==> src/verilog/scg_regs.vh <==
// Register map, field positions, reset values and rate constants
// for the sample-clock generator control block.
// Assumes inclusion by bare name from the design file.
`ifndef SCG_REGS_VH
`define SCG_REGS_VH

// Register addresses, 5-bit control-word address space
`define SCG_ADDR_W            5
`define SCG_ADDR_GEN_A_MODE   5'h10
`define SCG_ADDR_SAMPLE_RATE  5'h11
`define SCG_ADDR_PHASE_SHIFT  5'h12
`define SCG_ADDR_GEN_B_MODE   5'h13

// Reset values
`define SCG_RST_GEN_A_MODE    16'h00FF
`define SCG_RST_SAMPLE_RATE   16'hBB80
`define SCG_RST_PHASE_SHIFT   16'h0000
`define SCG_RST_GEN_B_MODE    16'h00FF

// Writable bit masks, reserved bits cleared
`define SCG_MASK_MODE         16'hFCFF
`define SCG_MASK_PHASE        16'h01FF

// Mode register fields (both generators)
`define SCG_BIT_REF           15
`define SCG_BIT_VID           14
`define SCG_BIT_PLLG          13
`define SCG_BIT_P200          12
`define SCG_BIT_X87           11
`define SCG_BIT_C128          10
`define SCG_BIT_STD           7
`define SCG_NIB_ALL_ONES      4'hF
`define SCG_FLD_UP_NIB        7:4
`define SCG_FLD_LO_NIB        3:0
`define SCG_FLD_BASE          6:4

// Phase register fields
`define SCG_BIT_PHASE_DIR     8
`define SCG_PHASE_MAG_W       8

// Bit clock table: step per code, highest legal code, offset
`define SCG_BITCLK_STEP_HZ    17'h00960
`define SCG_BITCLK_MAX_CODE   4'hB
`define SCG_BITCLK_OFFSET_HZ  17'h000C8

// Video-lock base rates in hertz
`define SCG_BASE_48000        17'h0BB80
`define SCG_BASE_32000        17'h07D00
`define SCG_BASE_44100        17'h0AC44
`define SCG_BASE_29400        17'h072D8
`define SCG_BASE_44056        17'h0AC18
`define SCG_DIV_MAX_CODE      4'h7

// Phase stepping: master clock rate, step rate, millidegrees per step
`define SCG_XTAL_HZ           24576000
`define SCG_STEP_HZ           3072000
`define SCG_STEP_MDEG         120

`endif
==> src/verilog/scg_ctrl.v <==
// Control logic of the first programmable sample-clock generator:
// mode, sample-rate and phase-shift registers plus the second
// generator's mode register. Assumes the serial control port logic
// runs on mclk and hands over decoded words as one-cycle strobes;
// pins arriving from outside are synchronised here.
//
// Contract
// - offset bit adds 200 Hz to bit clock
// - both nibbles all ones gives 128x bit clock
// - video lock uses modifier for conversion rate
// - modifier bit 7 picks NTSC or PAL
// - modifier bits 6..4 pick the base rate
// - bits 3..0 pick divisor one to eight
// - mode register resets 00FF, frozen while held
// - sample-rate field gives rate, one hertz per LSB
// - sample-rate register resets BB80, frozen while held
// - direction bit zero advances, one retards
// - each magnitude LSB is 0.12 degrees
// - magnitude decrements one LSB at 3.072 MHz
// - phase read returns remainder snapshot at frame
// - new phase write replaces remaining count
// - write returns pre-write contents in next frame
// - phase register cleared while held or disabled
// - second generator mode register field layout
// - second generator fields exported for its synthesiser
// - sync reference ignores rate, phase and 8/7
// - 8/7 bit scales rate under master reference
// - lower nibble picks bit clock outside video
`timescale 1ns/1ps
`default_nettype none
`include "scg_regs.vh"

module scg_ctrl
#(
  parameter MAG_W = `SCG_PHASE_MAG_W  // Phase magnitude width
)
(
  input  wire        mclk,                    // 125 MHz system clock
  input  wire        reset_n,                 // Synchronous reset, active low
  input  wire        powerdown_pin_n,         // Power-down pin, async
  input  wire        master_clk_in,           // Master clock pin, async
  input  wire        frame_sync_in,           // Frame sync pin, async
  input  wire        bus_master,              // Port is frame master
  input  wire        slot0_start,             // Slot 0 begins, master mode
  input  wire        gen_a_enable,            // Generator enable bit
  input  wire        ctrl_wr,                 // Register write strobe
  input  wire        ctrl_rd,                 // Register read strobe
  input  wire [4:0]  ctrl_addr,               // Register address
  input  wire [15:0] ctrl_wdata,              // Write data
  output reg  [15:0] ctrl_rdata,              // Read or pre-write word
  output reg         ctrl_resp_valid,         // Response pulse
  output reg         gen_a_reference_sel,     // 1: locked to sync input
  output reg         gen_a_video_mode,        // Video lock active
  output reg         gen_a_video_standard_sel,// 0 NTSC, 1 PAL
  output reg  [16:0] gen_a_base_rate_hz,      // Video base rate, 0 invalid
  output reg  [3:0]  gen_a_divisor,           // Video divisor, 0 invalid
  output reg  [15:0] gen_a_sample_rate_value, // Rate under master reference
  output reg         gen_a_eight_sevenths_en, // 8/7 scaling in force
  output reg  [16:0] gen_a_bitclk_hz,         // Bit clock, 0 when none
  output reg         gen_a_bitclk_x128,       // Bit clock is 128x conversion
  output reg         gen_a_loop_gain_sel,     // Loop gain select
  output reg         gen_a_conv_pin_x128,     // Conversion pin at 128x
  output reg         phase_step_advance,      // One 0.12 degree advance
  output reg         phase_step_retard,       // One 0.12 degree retard
  output reg  [15:0] gen_b_mode               // Second generator mode fields
);

  ////////////////////////////////////////////////////////////////////
  // Constants

  // Master clock edges per phase step
  localparam integer STEP_DIV = `SCG_XTAL_HZ / `SCG_STEP_HZ;
  localparam integer STEP_DIV_M1 = STEP_DIV - 1;
  // Counter is four bits wide; the ratio must stay at sixteen or below
  localparam [3:0]   STEP_DIV_LAST = STEP_DIV_M1[3:0];

  ////////////////////////////////////////////////////////////////////
  // Lookup functions

  // Base rate for a video code; NTSC-only codes invalid under PAL
  function [16:0] base_rate;
    input       pal;
    input [2:0] code;
    begin
      case (code)
        3'h0:    base_rate = `SCG_BASE_48000;
        3'h1:    base_rate = `SCG_BASE_32000;
        3'h2:    base_rate = `SCG_BASE_44100;
        3'h3:    base_rate = `SCG_BASE_29400;
        3'h4:    base_rate = pal ? 17'h00000 : `SCG_BASE_48000;
        3'h5:    base_rate = pal ? 17'h00000 : `SCG_BASE_44056;
        default: base_rate = 17'h00000;
      endcase
    end
  endfunction

  // Bit clock rate for a lower-nibble code, reserved codes give 0
  function [16:0] bitclk_rate;
    input [3:0] code;
    input       plus200;
    reg   [16:0] base;
    begin
      base = 17'h00000;
      if (code <= `SCG_BITCLK_MAX_CODE)
      begin
        base = `SCG_BITCLK_STEP_HZ * ({13'h0000, code} + 17'h00001);
        if (plus200)
          base = base + `SCG_BITCLK_OFFSET_HZ;
      end
      bitclk_rate = base;
    end
  endfunction

  ////////////////////////////////////////////////////////////////////
  // Pin synchronisers, two flops each

  reg [1:0] pd_sync;      // Power-down pin
  reg [1:0] xtal_sync;    // Master clock pin
  reg [1:0] fs_sync;      // Frame sync pin
  reg       xtal_last;    // Previous synced master clock
  reg       fs_last;      // Previous synced frame sync

  // First flop feeds only the second
  always @(posedge mclk)
  begin
    if (!reset_n)
    begin
      pd_sync   <= 2'h0;
      xtal_sync <= 2'h0;
      fs_sync   <= 2'h0;
      xtal_last <= 1'b0;
      fs_last   <= 1'b0;
    end
    else
    begin
      pd_sync   <= {pd_sync[0], powerdown_pin_n};
      xtal_sync <= {xtal_sync[0], master_clk_in};
      fs_sync   <= {fs_sync[0], frame_sync_in};
      xtal_last <= xtal_sync[1];
      fs_last   <= fs_sync[1];
    end
  end

  // Registers held at default while the power-down pin is low
  wire hold      = ~pd_sync[1];
  wire xtal_rise = xtal_sync[1] & ~xtal_last;
  wire fs_rise   = fs_sync[1] & ~fs_last;
  // Frame mark for the read-back snapshot
  wire frame_mark = bus_master ? slot0_start : fs_rise;

  ////////////////////////////////////////////////////////////////////
  // Register file

  reg [15:0]      mode_a;       // Generator A mode
  reg [15:0]      sample_rate;  // Generator A rate
  reg             phase_dir;    // Direction bit
  reg [MAG_W-1:0] phase_mag;    // Remaining magnitude
  reg [15:0]      mode_b;       // Generator B mode
  reg [15:0]      phase_snap;   // Remainder seen at last frame
  reg [3:0]       xtal_count;   // Master clock edges toward a step

  wire wr_mode_a = ctrl_wr & (ctrl_addr == `SCG_ADDR_GEN_A_MODE);
  wire wr_rate   = ctrl_wr & (ctrl_addr == `SCG_ADDR_SAMPLE_RATE);
  wire wr_phase  = ctrl_wr & (ctrl_addr == `SCG_ADDR_PHASE_SHIFT);
  wire wr_mode_b = ctrl_wr & (ctrl_addr == `SCG_ADDR_GEN_B_MODE);
  // Reserved upper bits of the phase word always read as zero
  wire [15:0] phase_word = {7'h00, phase_dir, phase_mag};
  // Phase register is dead while the generator is off
  wire phase_hold = hold | ~gen_a_enable;
  wire ref_sync   = mode_a[`SCG_BIT_REF];
  wire step_tick  = xtal_rise & (xtal_count == STEP_DIV_LAST);

  // Mode and rate registers
  always @(posedge mclk)
  begin
    if (!reset_n || hold)
    begin
      mode_a      <= `SCG_RST_GEN_A_MODE;
      sample_rate <= `SCG_RST_SAMPLE_RATE;
      mode_b      <= `SCG_RST_GEN_B_MODE;
    end
    else
    begin
      if (wr_mode_a)
        mode_a <= ctrl_wdata & `SCG_MASK_MODE;
      if (wr_rate)
        sample_rate <= ctrl_wdata;
      if (wr_mode_b)
        mode_b <= ctrl_wdata & `SCG_MASK_MODE;
    end
  end

  // Master clock edge counter, one step per STEP_DIV edges
  // Edges are counted after the synchroniser, so the master clock
  // must stay well below half of mclk or edges go missing
  always @(posedge mclk)
  begin
    if (!reset_n)
      xtal_count <= 4'h0;
    else if (xtal_rise)
      xtal_count <= step_tick ? 4'h0 : xtal_count + 4'h1;
  end

  // Phase register; a write wins over a pending decrement
  always @(posedge mclk)
  begin
    if (!reset_n || phase_hold)
    begin
      phase_dir <= 1'b0;
      phase_mag <= {MAG_W{1'b0}};
    end
    else if (wr_phase)
    begin
      phase_dir <= ctrl_wdata[`SCG_BIT_PHASE_DIR];
      phase_mag <= ctrl_wdata[MAG_W-1:0];
    end
    else if (step_tick && !ref_sync && phase_mag != {MAG_W{1'b0}})
      phase_mag <= phase_mag - {{(MAG_W-1){1'b0}}, 1'b1};
  end

  // Step pulses; each stands for 0.12 degrees of phase
  // No pulse when a write lands on a tick, as the write wins
  always @(posedge mclk)
  begin
    if (!reset_n)
    begin
      phase_step_advance <= 1'b0;
      phase_step_retard  <= 1'b0;
    end
    else
    begin
      // Under sync reference the phase is locked and never shifted
      phase_step_advance <= step_tick & ~ref_sync & ~phase_hold & ~wr_phase
                            & (phase_mag != {MAG_W{1'b0}}) & ~phase_dir;
      phase_step_retard  <= step_tick & ~ref_sync & ~phase_hold & ~wr_phase
                            & (phase_mag != {MAG_W{1'b0}}) & phase_dir;
    end
  end

  // Snapshot of the unprocessed shift at each frame mark
  // Cleared with the register, so a disabled generator reads zero
  always @(posedge mclk)
  begin
    if (!reset_n || phase_hold)
      phase_snap <= `SCG_RST_PHASE_SHIFT;
    else if (frame_mark)
      phase_snap <= phase_word;
  end

  ////////////////////////////////////////////////////////////////////
  // Read and write-return path

  reg [15:0] next_rdata;  // Word for the response slot

  // Write returns pre-write contents; read returns current view
  always @*
  begin
    case (ctrl_addr)
      `SCG_ADDR_GEN_A_MODE:  next_rdata = mode_a;
      `SCG_ADDR_SAMPLE_RATE: next_rdata = sample_rate;
      `SCG_ADDR_PHASE_SHIFT: next_rdata = ctrl_wr ? phase_word : phase_snap;
      `SCG_ADDR_GEN_B_MODE:  next_rdata = mode_b;
      default:               next_rdata = 16'h0000;
    endcase
  end

  // Response word stands until the next request
  // Port logic moves the word into the next frame's return slot
  always @(posedge mclk)
  begin
    if (!reset_n)
    begin
      ctrl_rdata      <= 16'h0000;
      ctrl_resp_valid <= 1'b0;
    end
    else
    begin
      ctrl_resp_valid <= ctrl_wr | ctrl_rd;
      if (ctrl_wr || ctrl_rd)
        ctrl_rdata <= next_rdata;
    end
  end

  ////////////////////////////////////////////////////////////////////
  // Decoded generator settings

  wire       video   = mode_a[`SCG_BIT_REF] & mode_a[`SCG_BIT_VID];
  wire [3:0] up_nib  = mode_a[`SCG_FLD_UP_NIB];
  wire [3:0] lo_nib  = mode_a[`SCG_FLD_LO_NIB];
  wire       x128    = (up_nib == `SCG_NIB_ALL_ONES) & (lo_nib == `SCG_NIB_ALL_ONES);

  // All decoded outputs come from flops
  always @(posedge mclk)
  begin
    if (!reset_n)
    begin
      gen_a_reference_sel      <= 1'b0;
      gen_a_video_mode         <= 1'b0;
      gen_a_video_standard_sel <= 1'b0;
      gen_a_base_rate_hz       <= 17'h00000;
      gen_a_divisor            <= 4'h0;
      gen_a_sample_rate_value  <= `SCG_RST_SAMPLE_RATE;
      gen_a_eight_sevenths_en  <= 1'b0;
      gen_a_bitclk_hz          <= 17'h00000;
      gen_a_bitclk_x128        <= 1'b0;
      gen_a_loop_gain_sel      <= 1'b0;
      gen_a_conv_pin_x128      <= 1'b0;
      gen_b_mode               <= `SCG_RST_GEN_B_MODE;
    end
    else
    begin
      gen_a_reference_sel      <= ref_sync;
      gen_a_video_mode         <= video;
      gen_a_video_standard_sel <= mode_a[`SCG_BIT_STD];
      gen_a_loop_gain_sel      <= mode_a[`SCG_BIT_PLLG];
      gen_a_conv_pin_x128      <= mode_a[`SCG_BIT_C128];
      gen_a_sample_rate_value  <= sample_rate;
      // 8/7 only under master reference
      gen_a_eight_sevenths_en  <= mode_a[`SCG_BIT_X87] & ~ref_sync;
      gen_b_mode               <= mode_b;
      if (video)
      begin
        // Caller owns legal base/divisor pairs; no check here
        gen_a_base_rate_hz <= base_rate(mode_a[`SCG_BIT_STD],
                                        mode_a[`SCG_FLD_BASE]);
        gen_a_divisor      <= (lo_nib <= `SCG_DIV_MAX_CODE) ? lo_nib + 4'h1 : 4'h0;
        gen_a_bitclk_hz    <= 17'h00000;
        gen_a_bitclk_x128  <= 1'b0;
      end
      else
      begin
        gen_a_base_rate_hz <= 17'h00000;
        gen_a_divisor      <= 4'h0;
        gen_a_bitclk_x128  <= x128;
        gen_a_bitclk_hz    <= x128 ? 17'h00000
                              : bitclk_rate(lo_nib, mode_a[`SCG_BIT_P200]);
      end
    end
  end

endmodule

`default_nettype wire

==> config.mk <==
export PLATFORM = sky130hd
export DESIGN_NAME = scg_ctrl
export DESIGN_NICKNAME = d
export VERILOG_FILES = /design/src/verilog/scg_ctrl.v
export VERILOG_INCLUDE_DIRS = /design/src /design/src/verilog
export SDC_FILE = /design/constraint.sdc
export NUM_CORES = 1
export LEC_CHECK = 0
export BUFFER_PORTS_ARGS = -buffer_cell sky130_fd_sc_hd__buf_2
export CORE_MARGIN = 2
export CORE_UTILIZATION = 47
export CTS_CLUSTER_DIAMETER = 40
export DETAILED_ROUTE_END_ITERATION = 8
export HOLD_SLACK_MARGIN = 0.03
export PLACE_DENSITY = 0.8
export SLEW_MARGIN = 0
export SYNTH_ARGS = -nofsm -noshare
export SYNTH_HDL_FRONTEND = slang
export SYNTH_SLANG_ARGS = --single-unit
==> constraint.sdc <==
create_clock -name mclk -period 3.6 [get_ports mclk]
set_input_delay 0.9 -clock mclk [delete_from_list [all_inputs] [get_ports mclk]]
set_output_delay 0.9 -clock mclk [all_outputs]
set_load 0.005 [all_outputs]
# ---- Word-level counts from Yosys, hierarchy flattened
# Index checks and enable logic that the tools add are counted.
dict set report word_totals {
  reg_bits 168
  word_cells 103
}
dict set report op_classes {
  add_sub_neg 5
  multipliers 1
  order_cmp 2
  n_eq_ne 12
  n_mux 10
  bitwise_logic 29
  n_reduce_logical 15
}
# operator n
set op_table {}
lappend op_table {{$pmux 16 s6} 1}
lappend op_table {{$pmux 16 s4} 1}
lappend op_table {{$mux 16} 2}
lappend op_table {{$eq 5x5->1 const B} 4}
lappend op_table {{$add 17x8->17 const B} 1}
lappend op_table {{$mux 17} 1}
lappend op_table {{$and 1x1->1} 16}
lappend op_table {{$mux 8} 2}
lappend op_table {{$mul 7x5->12 const A} 1}
lappend op_table {{$not 1->1} 11}
lappend op_table {{$mux 9} 1}
lappend op_table {{$add 4x1->4 const B} 2}
lappend op_table {{$eq 4x4->1 const B} 2}
lappend op_table {{$reduce_bool 8->1} 1}
lappend op_table {{$sub 8x1->8 const B} 1}
lappend op_table {{$eq 3x2->1 const B} 2}
lappend op_table {{$eq 3x3->1 const B} 2}
lappend op_table {{$add 4x1->5 const B} 1}
lappend op_table {{$reduce_or 5->1} 1}
lappend op_table {{$eq 4x3->1 const B} 1}
lappend op_table {{$le 4x3->1 const B} 1}
lappend op_table {{$le 4x4->1 const B} 1}
lappend op_table {{$mux 4} 1}
lappend op_table {{$reduce_or 4->1} 1}
lappend op_table {{11 further kinds} 16}

# ---- Logic depth before layout (Yosys ltp)
dict set report depth {
  depth_word 8
  ltp_mapped 15
  ltp_nobuf 15
}

# ---- Worst setup path after synthesis
# Ideal clock, no wire load.
dict set report synth_timing {
  path_type {register to register}
  from {register mode_a[0]}
  to {register gen_a_bitclk_hz[14]}
  t_arrival_ns 3.305
  setup_slack_ns 0.179
  stages_incl_launch_ff 15
  synth_period_minus_slack_ns 3.421
  cell_sequence {dfxtp_1 ha_1 xnor2_1 inv_1 ha_1 inv_1 fa_1 inv_1 ha_1 and4b_1 or2_1 xor2_1 and4b_1 xnor3_1 nor2b_1}
}
dict set report synth_via {
  elab_chain_cells 4
  elab_cells_between_ends 9
  classes_between {2 x add/sub; 1 x mul; 1 x order compare; 1 x eq/ne; 1 x mux; 2 x bitwise; 1 x reduce/logical}
}
# element line_no
set synth_lines {}
lappend synth_lines {{start: declaration} scg_ctrl.v:154} ;# reg [15:0] mode_a;
lappend synth_lines {{start signal: assignment} scg_ctrl.v:178} ;# mode_a <= `SCG_RST_GEN_A_MODE;
lappend synth_lines {{start signal: assignment} scg_ctrl.v:185} ;# mode_a <= ctrl_wdata & `SCG_MASK_MODE;
lappend synth_lines {{$add 4x1->5} scg_ctrl.v:106} ;# base = `SCG_BITCLK_STEP_HZ * ({13'h0000, code} + 17'h00001);
lappend synth_lines {{$mul 7x5->12 (no source line)} --}
lappend synth_lines {{$add 17x8->17 (no source line)} --}
lappend synth_lines {{$mux 17} scg_ctrl.v:107} ;# if (plus200)
lappend synth_lines {{end signal: assignment} scg_ctrl.v:335} ;# gen_a_bitclk_hz <= x128 ? 17'h00000
lappend synth_lines {{end: declaration} scg_ctrl.v:59} ;# output reg [16:0] gen_a_bitclk_hz,
# Parallel ways exist; a longest one is shown, timed or not.
# A chain may end at the register's enable or synchronous reset.

# ---- Worst setup path after layout
# Same ends and word-level chain as after synthesis.

==> impl_metrics.toml <==
[yosys]
syn_area_per_cell_um2 = 8.87
synth_flop_cell = "dfxtp_1"
synth_edf_count = 0
synth_top_area_share_pct = 47.8
ys_top_cells_by_area = "dfxtp_1 (48%), nand2_1 (7.4%), mux2i_1 (4.7%), and2_1 (3.6%), ha_1 (3.2%)"
yosys-top-cells-count = "dfxtp_1 (158), nand2_1 (131), nor2_1 (49), a21oi_1 (41), and2_1 (38)"
synth_seq_cells = 158
ys_warn_count = 0
async_reset_ff_share_pct = 0
yosysSeqAreaShare_pct = 47.8
synthDistinctLibCells = 56
synth.most_common_cell = "dfxtp_1"
synthCells = 745
syn_area_um2 = 6610
synth_top_area_cell = "dfxtp_1"

[setup_path]
worstPathArrival_ps = 3730
cp-end-kind = "flip-flop"
critPathLaunchType = "flip-flop"
cp.buffers_inverters = 2
max_stage_delay_ps = 520
slowest_stage = "fa_1"
cp_max_fo = 6
crit_family = "adder cells"
crit_chain = "ha_1, buf_4, o21ai_0, a21oi_1, fa_1, inv_1, ha_1, and4b_1, or2_1, xor2_2, and4b_1, xnor3_1, nor2b_1"
cp.required_ps = 3890
worstSetupPathType = "reg -> reg"

[clock_tree]
cts.sinks = 158
holdBufCountCts = 0
htree_levels = 4
cts_setup_buffers = 0
path_clk_slew_ps = 70
cts-root-buf = "clkbuf_16"
numCtsBuffers = 17
cts_tree = "built"
cts_buffer_depth = 2
clk_latency_ps = 430

[grt]
gr-usage-met2_pct = 35.6
antenna_found_initial = 0
grt_max_degree = 32
track_usage_pct = 22.4
grt_pass1_vias = 5299
grt.busiest_layer = "met2"
gr-usage-met3_pct = 6.60
grt_pass1_wl_um = 25800
use_met1_pct = 27.4
grt-ovfl-total = 0

[power]
cellLeakagePower_uw = 0.00349
irDropWorstVdd_v = 0.000364
powerDensity_nw_per_um2 = 482

[timing]
fin_crit_sh_pct = 95.4
fin_hold_ws_ps = 433
tightest_slew_ps = 759
finalMaxSlewViolations = 0
setup_viol = 0
rsz0062_at_grt = "true"
fmax_mhz = 291
finalHoldViolCount = 0
fin_crit_ps = 3430
finClkSkew_ps = 10.7
slew_headroom_pct = 49.3
tns_ps = 0

[die]
num_rows = 43
coreArea_um2 = 13800
start_util_pct = 47.8
die_h_um = 123
die-area_um2 = 15000
die_x_um = 123
num_io_pins = 127

[detailed_routing]
ant_nets = 0
first_pass_iters = 5
route.detailed.drc = 0
drtIter0Drc = 495
drt_wl_total_um = 16200
vias = 5455
avgViaCountPerCell = 5.23
wire_per_inst_um = 15.5

[place]
place_congestion = 0.883
port_buffers = 116
place_hpwl_um = 11300

[layout]
drive_gt1_share_pct = 20.7
fill_cells = 1203
nets = 900
fin_util_pct = 57.7
syn2layout_area_growth_pct = 20.7

[job]
maxCapViolCount = 0

[worst_hold_path]
hold_class = "reg -> reg"

[run_status]
outcome = "finished clean"
cells in the final DEF (no fill, tap or decap), types with 3 or more instances in the layout:
cell and count:
ha_1 17, conb_1 11, o221ai_1 7, nor3_1 12, xnor2_1 19, o21ai_0 14, mux2i_1 31, and2_1 38
xor2_1 6, clkbuf_16 17, a22oi_1 15, buf_2 116, buf_4 15, a21oi_1 41, nor2b_1 21, bufinv_16 4
a21boi_0 3, a211oi_1 8, or2_2 3, inv_1 19, nor2_1 49, nand2_1 131, nand3_1 33, inv_6 5
nand2b_1 20, and3_1 4, dfxtp_1 156, o211ai_1 3
worst paths after layout:
kind,endpoint,startpoint,cells past startpoint,slack [ps]
setup / recovery,gen_a_bitclk_hz[14],mode_a[0],13,170
hold / removal,fs_sync[1],fs_sync[0],1,430
setup reg to reg,gen_a_bitclk_hz[14],mode_a[0],13,170
hold reg to reg,fs_sync[1],fs_sync[0],1,430
power breakdown:
group | internal, uW | total (uW) | switching (uW)
clock | 1190 | 1940 | 748
sequential | 1760 | 1760 | 4.42
combinational | 53.6 | 144 | 90.0
total | 3000 | 3850 | 842
layout make-up:
type / instances / area, um^2 / area share (%)
Antenna cell: 1 / 2.50 / 0.0314
Clock buffer: 18 / 439 / 5.50
Clock inverter: 14 / 204 / 2.56
Inverter: 19 / 71.3 / 0.894
Multi-Input combinational cell: 522 / 3170 / 39.7
Sequential cell: 158 / 3170 / 39.7
Tap cell: 180 / 225 / 2.82
Timing Repair Buffer: 132 / 704 / 8.83
per-stage QoR:
stage,instance area (um^2),total power (uW),worst slack [ps],cells
final,7980,3850,166,1044
after global routing,7980,3960,-5.44,1043
after CTS,7950,3860,55.2,1043
after detailed placement,7310,1940,83.2,1011
after global placement,7310,1940,195,1011
after floorplan,6650,1890,179,755
cells by family (layout without fill, tap and decap cells):
| logic type | Yosys count | after routing | share of synthesized area, % |
|---|---|---|---|
| flops | 158 | 158 | 47.8 |
| mux | 34 | 34 | 5.43 |
| other cells | 1 | 12 | 0.0567 |
| buf+inv | 75 | 183 | 5.13 |
| compound gates | 101 | 101 | 9.61 |
| fa+ha+maj | 19 | 19 | 3.82 |
| simple gates | 330 | 330 | 24.3 |
| xor+xnor | 27 | 27 | 3.79 |
flip-flops by register name, summed over array words and instances (netlist names), 11 cells and up:
register / cells
mode_a: 14
gen_a_base_rate_hz: 11
sample_rate: 16
gen_a_sample_rate_value: 16
mode_b: 14
gen_a_bitclk_hz: 13
gen_b_mode: 14
ctrl_rdata: 16
metal layers:
metal / part of all wire, % / wire length, um / up-vias
met5: 0 / 0 / -
met4: 3.6 / 587 / 0
met3: 6.2 / 1010 / 46
met2: 47 / 7670 / 178
met1: 43 / 6920 / 2554
li1: - / - / 2677
what timing repair did:
action,4_1_cts,5_1_grt
endpoints found under the setup margin,0,3
hold endpoints to repair,0,0
gates resized for setup,0,7
(Power assumes the default switching activity.)
